$ cat config.mk
export PLATFORM = sky130hd
export DESIGN_NAME = sau_stop_ctrl
export DESIGN_NICKNAME = d
export VERILOG_FILES = /design/src/rtl/sau_ctl_pkg.sv /design/src/rtl/sau_shift_ch.sv /design/src/rtl/sau_apb_regs.sv /design/src/rtl/sau_stop_ctrl.sv
export SDC_FILE = /design/constraint.sdc
export NUM_CORES = 1
export LEC_CHECK = 0
export ABC_AREA = 1
export BUFFER_PORTS_ARGS = -buffer_cell sky130_fd_sc_hd__buf_2
export CAP_MARGIN = 20
export CORE_MARGIN = 2
export CORE_UTILIZATION = 60
export CTS_CLUSTER_DIAMETER = 40
export DETAILED_ROUTE_END_ITERATION = 8
export GPL_TIMING_DRIVEN = 1
export HOLD_SLACK_MARGIN = 0.1
export PLACE_DENSITY = 0.84
export SETUP_SLACK_MARGIN = 0.1
export SLEW_MARGIN = 20
export SYNTH_ARGS = -nofsm -noshare
export SYNTH_HDL_FRONTEND = slang
export SYNTH_SLANG_ARGS = --single-unit
$ cat constraint.sdc
create_clock -name i_core_clk -period 2.7 [get_ports i_core_clk]
set_clock_uncertainty 0.1 [all_clocks]
set_input_delay 0.27 -clock i_core_clk [delete_from_list [all_inputs] [get_ports i_core_clk]]
set_output_delay 0.27 -clock i_core_clk [all_outputs]
set_load 0.05 [all_outputs]
$ cat src/rtl/sau_ctl_pkg.sv
// Operation
// - enable status register is read only, channel bits low, upper bits zero
// - writing 1 to a stop trigger bit clears enable status and halts channel
// - stop trigger bits self clear once enable status is 0, never stored
// - stopped channel: software clock output level bit drives the clock pin
// - output enable 0 releases data output; data level bit becomes software writable
// - enable status set only by start trigger, cleared only by stop trigger or reset
// - operating channel with output enabled: levels follow the transfer
package sau_ctl_pkg;
    localparam int          NUM_CH        = 4;
    localparam logic [11:0] OFS_START     = 12'h000;
    localparam logic [11:0] OFS_STOP      = 12'h004;
    localparam logic [11:0] OFS_STATUS    = 12'h008;
    localparam logic [11:0] OFS_OE        = 12'h00c;
    localparam logic [11:0] OFS_OUT_LVL   = 12'h010;
    localparam logic [11:0] OFS_MODE      = 12'h014;
    localparam logic [11:0] OFS_CLK_EN    = 12'h018;
    localparam logic [11:0] OFS_PRESCALE  = 12'h01c;
    // output level register: data levels [3:0], clock levels [11:8]
    localparam int          LVL_DATA_POS  = 0;
    localparam int          LVL_CLK_POS   = 8;
    // mode register per channel byte: [1:0] mode, [2] txe, [3] rxe
    localparam int          MODE_TXE_POS  = 2;
    localparam int          MODE_RXE_POS  = 3;
    localparam logic [1:0]  MODE_CSI      = 2'h0;
    localparam logic [1:0]  MODE_UART     = 2'h1;
    localparam logic [1:0]  MODE_I2C      = 2'h2;
    localparam logic [3:0]  RST_LVL       = 4'hf;
    localparam logic [31:0] RST_MODE      = 32'h0101_0101;
    localparam logic [3:0]  RST_OE        = 4'h0;
    localparam int          CLK_WAIT_CYC  = 4;
    localparam int          CLK_MHZ       = 25;
    localparam int          BIT_TIME_NS   = 1000;
    localparam int          BIT_CYC       = (BIT_TIME_NS * CLK_MHZ + 999) / 1000;
endpackage : sau_ctl_pkg

$ cat src/rtl/sau_shift_ch.sv
`timescale 1ns/100ps
// per channel transfer engine: shifts i_tx_byte out lsb first, over and over, while enabled
module sau_shift_ch #(
    parameter int BIT_CYC = sau_ctl_pkg::BIT_CYC
) (
    // clock and reset
    input  wire logic       i_core_clk,
    input  wire logic       i_rst_n,
    // control
    input  wire logic       i_run,
    input  wire logic [1:0] i_mode,
    input  wire logic       i_txe,
    input  wire logic [7:0] i_tx_byte,
    // line levels
    output logic            o_data,
    output logic            o_clk
);
    typedef struct packed {
        logic [15:0] cnt;
        logic [2:0]  bit_idx;
        logic        phase;
        logic        data;
        logic        clk;
    } st_t;
    st_t st_r;
    st_t st_nxt;

    always_comb begin
        st_nxt = st_r;
        if (!i_run) begin
            st_nxt = '{cnt: 16'h0000, bit_idx: 3'h0, phase: 1'b0, data: 1'b1, clk: 1'b1};
        end else if (st_r.cnt == 16'(BIT_CYC - 1)) begin
            st_nxt.cnt   = 16'h0000;
            st_nxt.phase = ~st_r.phase;
            // uart has no clock; keep it idle high
            st_nxt.clk   = (i_mode == sau_ctl_pkg::MODE_UART) ? 1'b1 : st_r.phase;
            if (!st_r.phase) begin
                st_nxt.data    = i_txe ? i_tx_byte[st_r.bit_idx] : 1'b1;
                st_nxt.bit_idx = st_r.bit_idx + 3'h1;
            end
        end else begin
            st_nxt.cnt = st_r.cnt + 16'h0001;
        end
    end

    always_ff @(posedge i_core_clk) begin
        if (!i_rst_n) begin
            st_r <= '{cnt: 16'h0000, bit_idx: 3'h0, phase: 1'b0, data: 1'b1, clk: 1'b1};
        end else begin
            st_r <= st_nxt;
        end
    end

    assign o_data = st_r.data;
    assign o_clk  = st_r.clk;
endmodule : sau_shift_ch

$ cat src/rtl/sau_apb_regs.sv
`timescale 1ns/100ps
// apb slave decode: zero wait state, error on unmapped address
module sau_apb_regs (
    // apb
    input  wire logic        i_psel,
    input  wire logic        i_penable,
    input  wire logic        i_pwrite,
    input  wire logic [11:0] i_paddr,
    output logic             o_pready,
    output logic             o_pslverr,
    // decode
    output logic             o_wr,
    output logic             o_rd,
    output logic [7:0]       o_hit
);
    function automatic logic [7:0] dec(input logic [11:0] a);
        dec = 8'h00;
        if (a[11:5] == 7'h00 && a[1:0] == 2'h0) begin
            dec[a[4:2]] = 1'b1;
        end
    endfunction : dec

    always_comb begin
        o_hit     = dec(i_paddr);
        o_pready  = 1'b1;
        o_pslverr = i_psel && i_penable && (o_hit == 8'h00);
        o_wr      = i_psel && i_penable && i_pwrite && (o_hit != 8'h00);
        o_rd      = i_psel && !i_pwrite;
    end
endmodule : sau_apb_regs

$ cat src/rtl/sau_stop_ctrl.sv
`timescale 1ns/100ps
module sau_stop_ctrl #(
    parameter int NUM_CH = sau_ctl_pkg::NUM_CH
) (
    // clock and reset
    input  wire logic              i_core_clk,
    input  wire logic              i_rst_n,
    // apb slave
    input  wire logic              i_psel,
    input  wire logic              i_penable,
    input  wire logic              i_pwrite,
    input  wire logic [11:0]       i_paddr,
    input  wire logic [31:0]       i_pwdata,
    output logic [31:0]            o_prdata,
    output logic                   o_pready,
    output logic                   o_pslverr,
    // serial lines
    output logic [NUM_CH-1:0]      o_data_out,
    output logic [NUM_CH-1:0]      o_clk_out,
    output logic [NUM_CH-1:0]      o_pin_serial
);
    typedef struct packed {
        logic [3:0]  enable;
        logic [3:0]  oe;
        logic [3:0]  data_lvl;
        logic [3:0]  clk_lvl;
        logic [31:0] mode;
        logic        clk_en;
        logic [2:0]  clk_wait;
        logic [7:0]  prescale;
        logic [31:0] rdata;
    } st_t;
    st_t st_r;
    st_t st_nxt;

    logic       wr;
    logic       rd;
    logic [7:0] hit;
    logic [3:0] eng_data;
    logic [3:0] eng_clk;

    sau_apb_regs u_apb (
        .i_psel    (i_psel),
        .i_penable (i_penable),
        .i_pwrite  (i_pwrite),
        .i_paddr   (i_paddr),
        .o_pready  (o_pready),
        .o_pslverr (o_pslverr),
        .o_wr      (wr),
        .o_rd      (rd),
        .o_hit     (hit)
    );

    for (genvar g = 0; g < 4; g++) begin : g_ch
        sau_shift_ch u_ch (
            .i_core_clk (i_core_clk),
            .i_rst_n    (i_rst_n),
            .i_run      (st_r.enable[g]),
            .i_mode     (st_r.mode[8*g +: 2]),
            .i_txe      (st_r.mode[8*g + sau_ctl_pkg::MODE_TXE_POS]),
            .i_tx_byte  (st_r.prescale),
            .o_data     (eng_data[g]),
            .o_clk      (eng_clk[g])
        );
        // data: engine drives when operating with output enabled; clock: engine drives whenever operating; else software levels
        assign o_data_out[g]   = (st_r.enable[g] && st_r.oe[g]) ? eng_data[g] : st_r.data_lvl[g];
        assign o_clk_out[g]    = st_r.enable[g] ? eng_clk[g] : st_r.clk_lvl[g];
        // stopped channel gives its pins back to port functions
        assign o_pin_serial[g] = st_r.enable[g];
    end

    always_comb begin
        st_nxt = st_r;
        if (st_r.clk_wait != 3'h0) begin
            st_nxt.clk_wait = st_r.clk_wait - 3'h1;
        end
        if (wr) begin
            if (hit[sau_ctl_pkg::OFS_START[4:2]]) begin
                st_nxt.enable = st_r.enable | i_pwdata[3:0];
            end
            if (hit[sau_ctl_pkg::OFS_STOP[4:2]]) begin
                // trigger acts only this cycle, nothing stored
                st_nxt.enable = st_r.enable & ~i_pwdata[3:0];
            end
            if (hit[sau_ctl_pkg::OFS_OE[4:2]]) begin
                st_nxt.oe = i_pwdata[3:0];
            end
            if (hit[sau_ctl_pkg::OFS_OUT_LVL[4:2]]) begin
                for (int i = 0; i < 4; i++) begin
                    // level bits take software writes only when not driven by hardware
                    if (!(st_r.enable[i] && st_r.oe[i])) begin
                        st_nxt.data_lvl[i] = i_pwdata[sau_ctl_pkg::LVL_DATA_POS + i];
                    end
                    if (!st_r.enable[i]) begin
                        st_nxt.clk_lvl[i] = i_pwdata[sau_ctl_pkg::LVL_CLK_POS + i];
                    end
                end
            end
            if (hit[sau_ctl_pkg::OFS_MODE[4:2]]) begin
                st_nxt.mode = i_pwdata;
            end
            if (hit[sau_ctl_pkg::OFS_CLK_EN[4:2]]) begin
                st_nxt.clk_en = i_pwdata[0];
                if (i_pwdata[0] && !st_r.clk_en) begin
                    st_nxt.clk_wait = 3'(sau_ctl_pkg::CLK_WAIT_CYC);
                end
            end
            // software owns the wait; a write during it is still accepted
            if (hit[sau_ctl_pkg::OFS_PRESCALE[4:2]] && st_r.clk_en) begin
                st_nxt.prescale = i_pwdata[7:0];
            end
        end
        for (int i = 0; i < 4; i++) begin
            if (st_nxt.enable[i] && st_nxt.oe[i]) begin
                st_nxt.data_lvl[i] = eng_data[i];
            end
            if (st_nxt.enable[i]) begin
                st_nxt.clk_lvl[i] = eng_clk[i];
            end
        end
        st_nxt.rdata = 32'h0000_0000;
        if (rd) begin
            case (i_paddr)
                sau_ctl_pkg::OFS_STATUS:   st_nxt.rdata = {28'h000_0000, st_r.enable};
                sau_ctl_pkg::OFS_OE:       st_nxt.rdata = {28'h000_0000, st_r.oe};
                sau_ctl_pkg::OFS_OUT_LVL:  st_nxt.rdata = {20'h0_0000, st_r.clk_lvl, 4'h0, st_r.data_lvl};
                sau_ctl_pkg::OFS_MODE:     st_nxt.rdata = st_r.mode;
                sau_ctl_pkg::OFS_CLK_EN:   st_nxt.rdata = {31'h0000_0000, st_r.clk_en};
                sau_ctl_pkg::OFS_PRESCALE: st_nxt.rdata = {24'h00_0000, st_r.prescale};
                default:                   st_nxt.rdata = 32'h0000_0000;
            endcase
        end
    end

    always_ff @(posedge i_core_clk) begin
        if (!i_rst_n) begin
            st_r.enable   <= 4'h0;
            st_r.oe       <= sau_ctl_pkg::RST_OE;
            st_r.data_lvl <= sau_ctl_pkg::RST_LVL;
            st_r.clk_lvl  <= sau_ctl_pkg::RST_LVL;
            st_r.mode     <= sau_ctl_pkg::RST_MODE;
            st_r.clk_en   <= 1'b0;
            st_r.clk_wait <= 3'h0;
            st_r.prescale <= 8'h00;
            st_r.rdata    <= 32'h0000_0000;
        end else begin
            st_r <= st_nxt;
        end
    end

    // read data registered in setup, valid in access phase
    assign o_prdata = st_r.rdata;
endmodule : sau_stop_ctrl

==> flow_summary.toml, run 1 <==
[global_route]
grt_pass1_vias = 6986
gr-total-overflow = 0
track_usage_pct = 27.39
grt_max_degree = 57
grt_pass1_wl_um = 32620
grt_antenna_before_repair = 0

[placement]
hpwl_um = 13970
io_buffers = 93
gp_congestion = 1.005

[synth]
yosys_most_used_dff = "dfxtp_1"
yosys-top-cells-area = "dfxtp_1 42%, nand2_1 7.6%, inv_1 6.6%"
synth_fa_ha_area_share_pct = 1.795
synth_warnings = 0
ys_types = 45
synthXorXnorAreaFrac_pct = 1.256
netlist_area_um2 = 8367
yosys.area.top_type = "dfxtp_1"
synth_top_area_share_pct = 42.35
synth_top_family_by_area = "simple AND/OR/NAND/NOR gates"
synthCells = 1140
synth_compound_gate_area_share_pct = 12.82
synth_edf_count = 0
syn_avg_cell_area_um2 = 7.339
yosysSeqAreaShare_pct = 42.35
synthArstFlopShare_pct = 0
ys_seq_elements = 177
synth_mux_area_share_pct = 0.2393
synth_nets = 1201
post_synth_and_or_nand_nor_area_fraction_pct = 29.28

[floorplan]
die_w_um = 122.1
core_um2 = 13770
io_pins = 95
die_y_um = 122.1
die-area_um2 = 14900
initial_utilization_pct = 60.75
fp-row-count = 43

[timing]
fmax_ghz = 0.4781
max_slew_margin_pct = 58.58
finalMaxSlewViolations = 0
final_hold_viol_count = 0
tns_ns = 0
period_needed_ns = 2.091
rsz0062_at_grt = "false"
tightest_slew_ns = 0.6166
setup_viol = 0
whs_ns = 0.1347
fin_crit_sh_pct = 77.46

[clocking]
cts_sinks = 177
clk_pin_slew_ns = 0.07
cts_resized = 0
cts_setup_buffers = 0
cts_tree = "yes"
cts.htree.levels = 4
clockBufferDepth = 2
cts-root-buf = "clkbuf_16"
clkLatencyLatePin_ns = 0.43
cts_buffers = 17

[detailed_routing]
routed.top_layer = "met4"
drt_iter0_drc = 736
drt-met1-wl_um = 8763
route.detailed.drc = 0
drt-vias-per-instance = 5.530
routed_wl_um = 20510
ant_nets = 0
first_pass_iters = 6
wl_met3_um = 1603
vias = 7836
wl_met2_um = 9629
wl_per_cell_um = 14.48

[power]
power.leakage_nw = 3.794
vdd_drop_max_mv = 0.4685
powerDensity_nw_per_um2 = 538.6

[worst_setup_path]
crit_path_start_kind = "flip-flop"
crit_required_ns = 2.33
arrival_ns = 1.72
endpoint_kind = "primary output"
criticalPathCategory = "reg2out"
cp_max_fo = 7

[finish]
finalNetCount = 1285
antenna-diode-count = 0
area_growth_pct = 14.18
final_layout_size_suffix_gt1_share_pct = 13.82

[hold_path]
hold_path_class = "in2reg"

[job]
drv_cap = 0

[outcome]
status = "completed"
[path summary, 6_finish.rpt]
| path | cells past startpoint | slack [ns] | endpoint | startpoint |
|---|---|---|---|---|
| setup / recovery | 5 | 0.61 | o_data_out[3] | o_pin_serial[3] |
| hold / removal | 3 | 0.13 | st_r[63] | i_pwdata[19] |
| setup reg to reg | 9 | 0.73 | g_ch[3].u_ch.st_r[14] | g_ch[3].u_ch.st_r[6] |
| hold reg to reg | 2 | 0.35 | st_r[55] | st_r[55] |
[kinds of logic (layout without fill, tap and decap cells)]
logic type | after synthesis | after routing
flip-flops | 177 | 177
XOR/XNOR | 12 | 12
adder cells (fa/ha/maj) | 12 | 12
other | 1 | 1
AND/OR/NAND/NOR | 512 | 512
buffers and inverters | 221 | 318
multiplexers | 2 | 2
AO/OA/AOI/OAI | 203 | 203
[cell type report]
cell class / instances / area [um2]
inverter: 155 / 583.1
tap: 180 / 225.2
multi-input combinational: 742 / 3801
timing repair buffer: 131 / 830.8
fill: 1093 / 4220
clock buffer: 17 / 425.4
sequential: 177 / 3543
clock inverter: 15 / 143.9
[critical path, cell delays in order (launching register included)]
cell and delay, ns:
dfxtp_1 0.57, nand2_1 0.13, inv_1 0.10, nand2_1 0.05, o21ai_0 0.11, buf_2 0.32
[through the flow]
stage	utilization, %	worst slack (ns)	area, um2	power, mW	instances
5_1_grt	69.36	0.4960	9553	5.295	1417
4_1_cts	69.36	0.6391	9553	5.178	1417
3_5_place_dp	62.90	0.6526	8663	2.791	1353
6_report	69.36	0.6086	9553	5.146	1417
2_1_floorplan	-	0.7511	8367	2.732	1140
3_3_place_gp	62.90	0.7095	8663	2.791	1353
[placed cells by master (no fill, tap or decap), drive strengths merged]
master / count
mux2i: 2
clkinv: 8
nand4: 39
dfxtp: 177
nor3: 53
xor2: 12
a21oi: 109
a211oi: 2
o21ai: 70
nor2: 129
nor4: 14
and2: 2
a21o: 1
a21boi: 1
inv: 161
conb: 1
nor3b: 12
o211ai: 15
nand2: 175
clkinvlp: 1
clkbuf: 17
dlygate4sd3: 32
a31oi: 3
nand3: 79
buf: 99
nand3b: 5
o21a: 1
or2: 4
ha: 12
o21bai: 1
[sequential cells by signal (all words and copies together), names as in the netlist]
register and count:
g_ch.u_ch.o_clk 4, st_r 53, g_ch.u_ch.o_data 4, o_pin_serial 4, g_ch.u_ch.st_r 80, o_prdata 32
[routing by layer]
layer	GRT usage, %	up-vias
met1	35.07	3542
met2	45.29	327
li1	-	3913
met3	5.478	54
met5	0	-
met4	11.14	0
[where the power goes]
group / switching [mW] / leakage [nW] / total, mW / internal, mW
logic: 0.0957 / 2.09 / 0.167 / 0.0711
clock network: 1.14 / 0.282 / 2.37 / 1.23
registers: 0.0000596 / 1.43 / 2.61 / 2.61
total: 1.23 / 3.79 / 5.15 / 3.91
[synth_stat cells (3+ instances only)]
cell	instances
a21oi_1	109
a31oi_1	3
buf_2	9
buf_4	40
buf_6	4
clkbuf_1	11
clkinv_1	3
dfxtp_1	177
ha_1	12
inv_1	147
inv_2	4
nand2_1	170
nand2_2	4
nand3_1	76
nand3_2	3
nand3b_1	5
nand4_1	37
nor2_1	115
nor2_2	10
nor2_4	3
nor3_1	51
nor3b_1	8
nor3b_2	4
nor4_1	13
o211ai_1	15
o21ai_0	55
o21ai_1	15
or2_2	4
xor2_1	12
[timing repair]
action / in CTS / in global routing
setup endpoints to repair: 0 / 0
hold buffers: 32 / 0
endpoints found under the hold margin: 39 / 0
No activity file was read; power rests on OpenSTA's default activity.
==> inputs of run 2 (changes only) <==
CORE_UTILIZATION = 53   (was 60)
PLACE_DENSITY = 0.78   (was 0.84)
clock period = 1.8 ns   (was 2.7 ns; I/O delays follow)
==> run 2 against run 1 <==
Sequential power is 50% higher. Final area is 8.5% higher. Die area is 13% higher. Non-clock buffer count is 43 higher. Core utilization is 1.7 points lower. Count of clock-buffer cells in the layout is 2 higher.
==> flow_summary.toml, run 2 (synthesis gave the netlist of run 1 again) <==
[floorplan]
die_y_um = 129.6
fp-row-count = 45
io_pins = 95
die_w_um = 129.6
core_um2 = 15310
die-area_um2 = 16810
initial_utilization_pct = 54.63

[finish]
finalNetCount = 1328
largest_register_ff_count = 80
mostFrequentLayoutCells = "158 x nand2_1, 156 x dfxtp_1, 136 x inv_1"
final_layout_size_suffix_gt1_share_pct = 22.89
layout_commonest_cell = "nand2_1"
antenna-diode-count = 0
largest-register = "g_ch.u_ch.st_r"
area_growth_pct = 23.84

[timing]
fmax_ghz = 0.5812
rsz0062_at_grt = "true"
tns_ns = 0
fin_crit_sh_pct = 95.59
setup_viol = 0
fin_ws_ns = 0.07931
period_needed_ns = 1.721
finalMaxSlewViolations = 0
final_hold_viol_count = 0

[power]
power.leakage_nw = 4.090
powerDensity_nw_per_um2 = 758.7
vdd_drop_max_mv = 0.7702

[detailed_routing]
routed.top_layer = "met4"
vias = 8079
routed_wl_um = 22080
first_pass_iters = 5
drt-met1-wl_um = 9602
wl_met2_um = 10420
drt_iter0_drc = 633
ant_nets = 0
route.detailed.drc = 0
wl_met3_um = 1363
wl_per_cell_um = 14.81
drt-vias-per-instance = 5.419

[clocking]
cts.htree.levels = 4
clk_pin_slew_ns = 0.07
cts_buffers = 17
cts-root-buf = "clkbuf_16"
clkLatencyLatePin_ns = 0.43
cts_sinks = 177
clockBufferDepth = 2
cts_tree = "yes"

[global_route]
grt_pass1_wl_um = 35110
grt_max_degree = 57
grt_pass1_vias = 7544
grt_antenna_before_repair = 0
gr-total-overflow = 0
track_usage_pct = 26.07

[hold_path]
hold_path_class = "in2reg"

[worst_setup_path]
endpoint_kind = "primary output"
crit_path_start_kind = "flip-flop"
cp_max_fo = 9
crit_required_ns = 1.52
criticalPathCategory = "reg2out"
arrival_ns = 1.44

[placement]
io_buffers = 93
hpwl_um = 14620
gp_congestion = 0.9948
dp_slack_ns = -0.004905

[outcome]
status = "completed"

[job]
drv_cap = 0
==> run 2: changes by cell type in the layout (fill, tap and decap cells not counted), moves of 7 or more <==
| cell | before | now |
|---|---|---|
| nand3_1 | 76 | 68 |
| dfxtp_1 | 177 | 156 |
| inv_2 | 4 | 13 |
| nor2_1 | 115 | 105 |
| nand2_2 | 4 | 14 |
| nand3_2 | 3 | 10 |
| nand2_1 | 170 | 158 |
| inv_1 | 147 | 136 |
| buf_4 | 6 | 42 |
| nor2_4 | 3 | 13 |
| dfxtp_2 | 0 | 16 |
==> run 2: repair_timing <==
| item | in CTS | in global routing |
|---|---|---|
| setup endpoints to repair | 15 | 61 |
| hold endpoints to repair | 53 | 0 |
| hold buffers | 36 | 0 |
| setup buffers | 2 | 9 |
| cloned | 0 | 0 |
| pin swaps | 3 | 27 |
| gates resized for setup | 16 | 105 |
==> run 2: layout make-up <==
type / count / area (um2)
fillers: 1244 / 4954
multi-input cells: 742 / 4116
flip-flops and latches: 177 / 3582
repair buffers: 174 / 1220
inverters: 155 / 588.1
clock buffers: 19 / 442.9
well taps: 211 / 264.0
clock inverters: 13 / 147.6
==> run 2: stage by stage <==
step	util, %	instance area (um2)	std cells	hold WS [ns]	power, mW
after floorplan	-	8367	1140	0.2239	4.097
after global placement	58.36	8937	1412	0.3315	4.197
after detailed placement	58.36	8937	1412	0.3358	4.197
after CTS	64.97	9950	1482	0.1150	7.893
after global routing	67.66	10360	1491	0.1684	8.078
final	67.66	10360	1491	0.1414	7.862
==> run 2: final timing paths <==
kind	from	endpoint	slack, ns	depth (start not counted)
worst min-delay path	i_paddr[4]	st_r[85]	0.14	4
worst max register to register	g_ch[2].u_ch.st_r[6]	g_ch[2].u_ch.st_r[20]	0.12	10
worst min register to register	g_ch[0].u_ch.st_r[6]	g_ch[0].u_ch.st_r[6]	0.34	1
worst max-delay path	o_pin_serial[0]	o_data_out[0]	0.08	5
==> run 2: power breakdown <==
| part | total, mW | switching [mW] | leakage (nW) | internal (mW) |
|---|---|---|---|---|
| logic | 0.269 | 0.149 | 2.37 | 0.120 |
| registers | 3.91 | 0.0000936 | 1.44 | 3.91 |
| clock network | 3.69 | 1.69 | 0.287 | 2.00 |
==> run 2: critical path: stages (launching register included) <==
cell and delay [ns]:
dfxtp_2 0.42, nand2_1 0.07, inv_1 0.10, nand2_1 0.06, o21ai_1 0.15, buf_6 0.20
==> run 2: layer usage <==
layer  global-route usage (%)  vias up
li1                         -     3995
met1                    33.56     3721
met2                    42.69      308
met3                    4.955       55
met4                    11.64        0
met5                        0        -
==> inputs of run 3 (changes only) <==
CORE_UTILIZATION = 54   (was 53)
PLACE_DENSITY = 0.79   (was 0.78)
SYNTH_HIERARCHICAL = 1   (was default)
==> run 3 against run 2 <==
Fmax grew 3.1%. Sequential cell count is the same. Sequential power is essentially flat. Register-to-register slack gained 0.12 ns. Count of clock-buffer cells in the layout grew 1. Via count grew 4.0%. Final cell count grew 9.3%. Sequential share of layout area shrank 0.64 points.
==> flow_summary.toml, run 3 <==
[outcome]
status = "completed"

[worst_setup_path]
r2r_end = "g_ch[2].u_ch/st_r[18]"
rr_startpoint = "g_ch[2].u_ch/st_r[6]"
critical_path.most_common_cell = "nand2_1"
criticalPathCategory = "reg2out"
worst_path_largest_cell_delay_ns = 0.40
arrival_ns = 1.39
ff2ff_path_depth = 7
endpoint_kind = "primary output"
crit_required_ns = 1.52
cp_cell_sequence = "nand2_1 > inv_1 > nand2_1 > o21ai_2 > buf_6"
cp_max_fo = 7
crit_path_start_kind = "flip-flop"
reg2reg_slack_ns = 0.24
slowest_stage = "dfxtp_2"

[placement]
dp_slack_ns = -0.09812
gp_congestion = 0.9213
io_buffers = 93
place_area_um2 = 9549
hpwl_um = 15200

[timing]
rsz0062_at_grt = "true"
fin_crit_sh_pct = 92.71
setup_viol = 0
period_needed_ns = 1.669
tns_ns = 0
finalMaxSlewViolations = 0
final_hold_viol_count = 0
fin_ws_ns = 0.1312
fmax_ghz = 0.5992

[power]
p_seq_share_pct = 50.7
power.leakage_nw = 4.160
sw_frac_of_total_pct = 22.48
intPower_mw = 5.977
pwr-share-comb_pct = 3.2
clock_power_share_pct = 46.0
powerDensity_nw_per_um2 = 736.9
vdd_drop_max_mv = 0.6103
p_sw_mw = 1.734

[job]
drv_cap = 0

[clocking]
cts_tree = "yes"
clk_pin_slew_ns = 0.07
cts.htree.levels = 4
clkLatencyLatePin_ns = 0.43
cts_setup_buffers = 0
cts_sinks = 177
cts-root-buf = "clkbuf_16"
cts_buffers = 17
clockBufferDepth = 2

[floorplan]
initial_utilization_pct = 54.78
core_um2 = 16470
die_y_um = 133.2
die-area_um2 = 17750
die_w_um = 133.2
io_pins = 95
fp-row-count = 47

[hold_path]
hold_path_class = "in2reg"
min_to = "o_prdata[13]"
min_path_cells = 5
min_from = "i_pwrite"

[finish]
largest_register_ff_count = 80
final_layout_size_suffix_gt1_share_pct = 17.52
design_area_um2 = 10460
area_growth_pct = 16.01
mostFrequentLayoutCells = "264 x nand2_1, 203 x nor2_1, 173 x dfxtp_1"
antenna-diode-count = 0
largest-register = "g_ch.u_ch/st_r"
layout_commonest_cell = "nand2_1"
nFillCells = 1445
finalNetCount = 1458

[global_route]
grt_pass1_vias = 7694
gr-total-overflow = 0
grt_max_degree = 27
grt_pass1_wl_um = 35850
track_usage_pct = 24.50
grt_antenna_before_repair = 0

[detailed_routing]
wl_per_cell_um = 13.20
ant_nets = 0
route.detailed.drc = 0
vias = 8401
drt_iter0_drc = 570
drt-vias-per-instance = 5.154
first_pass_iters = 5
routed_wl_um = 21510

[synth]
synth_warnings = 6
syn_avg_cell_area_um2 = 7.047
netlist_area_um2 = 9020
synthCells = 1280
synth_nets = 1341
==> run 3: changes by cell type in the layout (fill, tap and decap cells not counted), sizes merged, moves of 20 or more <==
cell and change:
nor3 -20, a21oi -43, o21ai -20, nand3 +29, nand2 +106, nor2 +112
==> run 3: area by class of cell <==
class	instances	area [um2]	area share, %
tap	220	275.3	2.631
clock inverter	12	106.4	1.016
inverter	155	581.8	5.560
clock buffer	20	446.7	4.269
sequential	177	3551	33.94
timing repair buffer	160	1071	10.24
multi-input combinational	886	4432	42.35
==> run 3: metal layers <==
metal | part of all wire (%) | track usage (%)
met1 | 44 | 31.34
met3 | 5.3 | 4.604
met2 | 48 | 41.72
met4 | 2.0 | 8.097
met5 | 0 | 0
==> run 3: power groups by stage <==
stage | logic (mW) | clock network (mW) | registers (mW)
3_3_place_gp | 0.184 | 0 | 4.00
2_1_floorplan | 0.0863 | 0 | 4.00
5_1_grt | 0.268 | 3.76 | 3.91
6_report | 0.248 | 3.55 | 3.91
3_5_place_dp | 0.187 | 0 | 4.00
4_1_cts | 0.244 | 3.60 | 3.91
==> run 3: worst max-delay path by stage <==
stage                    startpoint            end  slack (ns)  depth (start not counted)
floorplan                i_paddr[8]       st_r[82]        0.19                         11
global placement        i_paddr[11]       st_r[82]       -0.06                         12
detailed placement      i_paddr[11]       st_r[82]        -0.1                         12
CTS                 o_pin_serial[1]  o_data_out[1]        0.07                          5
global route        o_pin_serial[1]  o_data_out[1]        0.04                          5
finish              o_pin_serial[1]  o_data_out[1]        0.13                          5
==> run 3: stage by stage <==
step | util, % | power (mW) | std cells | hold slack (ns)
floorplan | - | 4.090 | 1280 | 0.1932
global placement | 57.99 | 4.188 | 1565 | 0.2852
detailed placement | 57.99 | 4.190 | 1565 | 0.2903
CTS | 63.47 | 7.757 | 1630 | 0.1568
global route | 63.55 | 7.942 | 1630 | 0.1944
finish | 63.55 | 7.711 | 1630 | 0.1785
==> run 3: repair_timing <==
action / 4_1_cts / 5_1_grt
gates resized for setup: 8 / 5
endpoints found under the hold margin: 50 / 0
setup endpoints to repair: 5 / 5
hold buffers: 33 / 0
==> run 3: critical path, delay by kind of cell (launching register included) <==
family,cells,cell delay (ns)
and+or+nand+nor,2,0.16
buffers and inverters,2,0.30
DFF,1,0.40
AOI/OAI and AO/OA,1,0.10
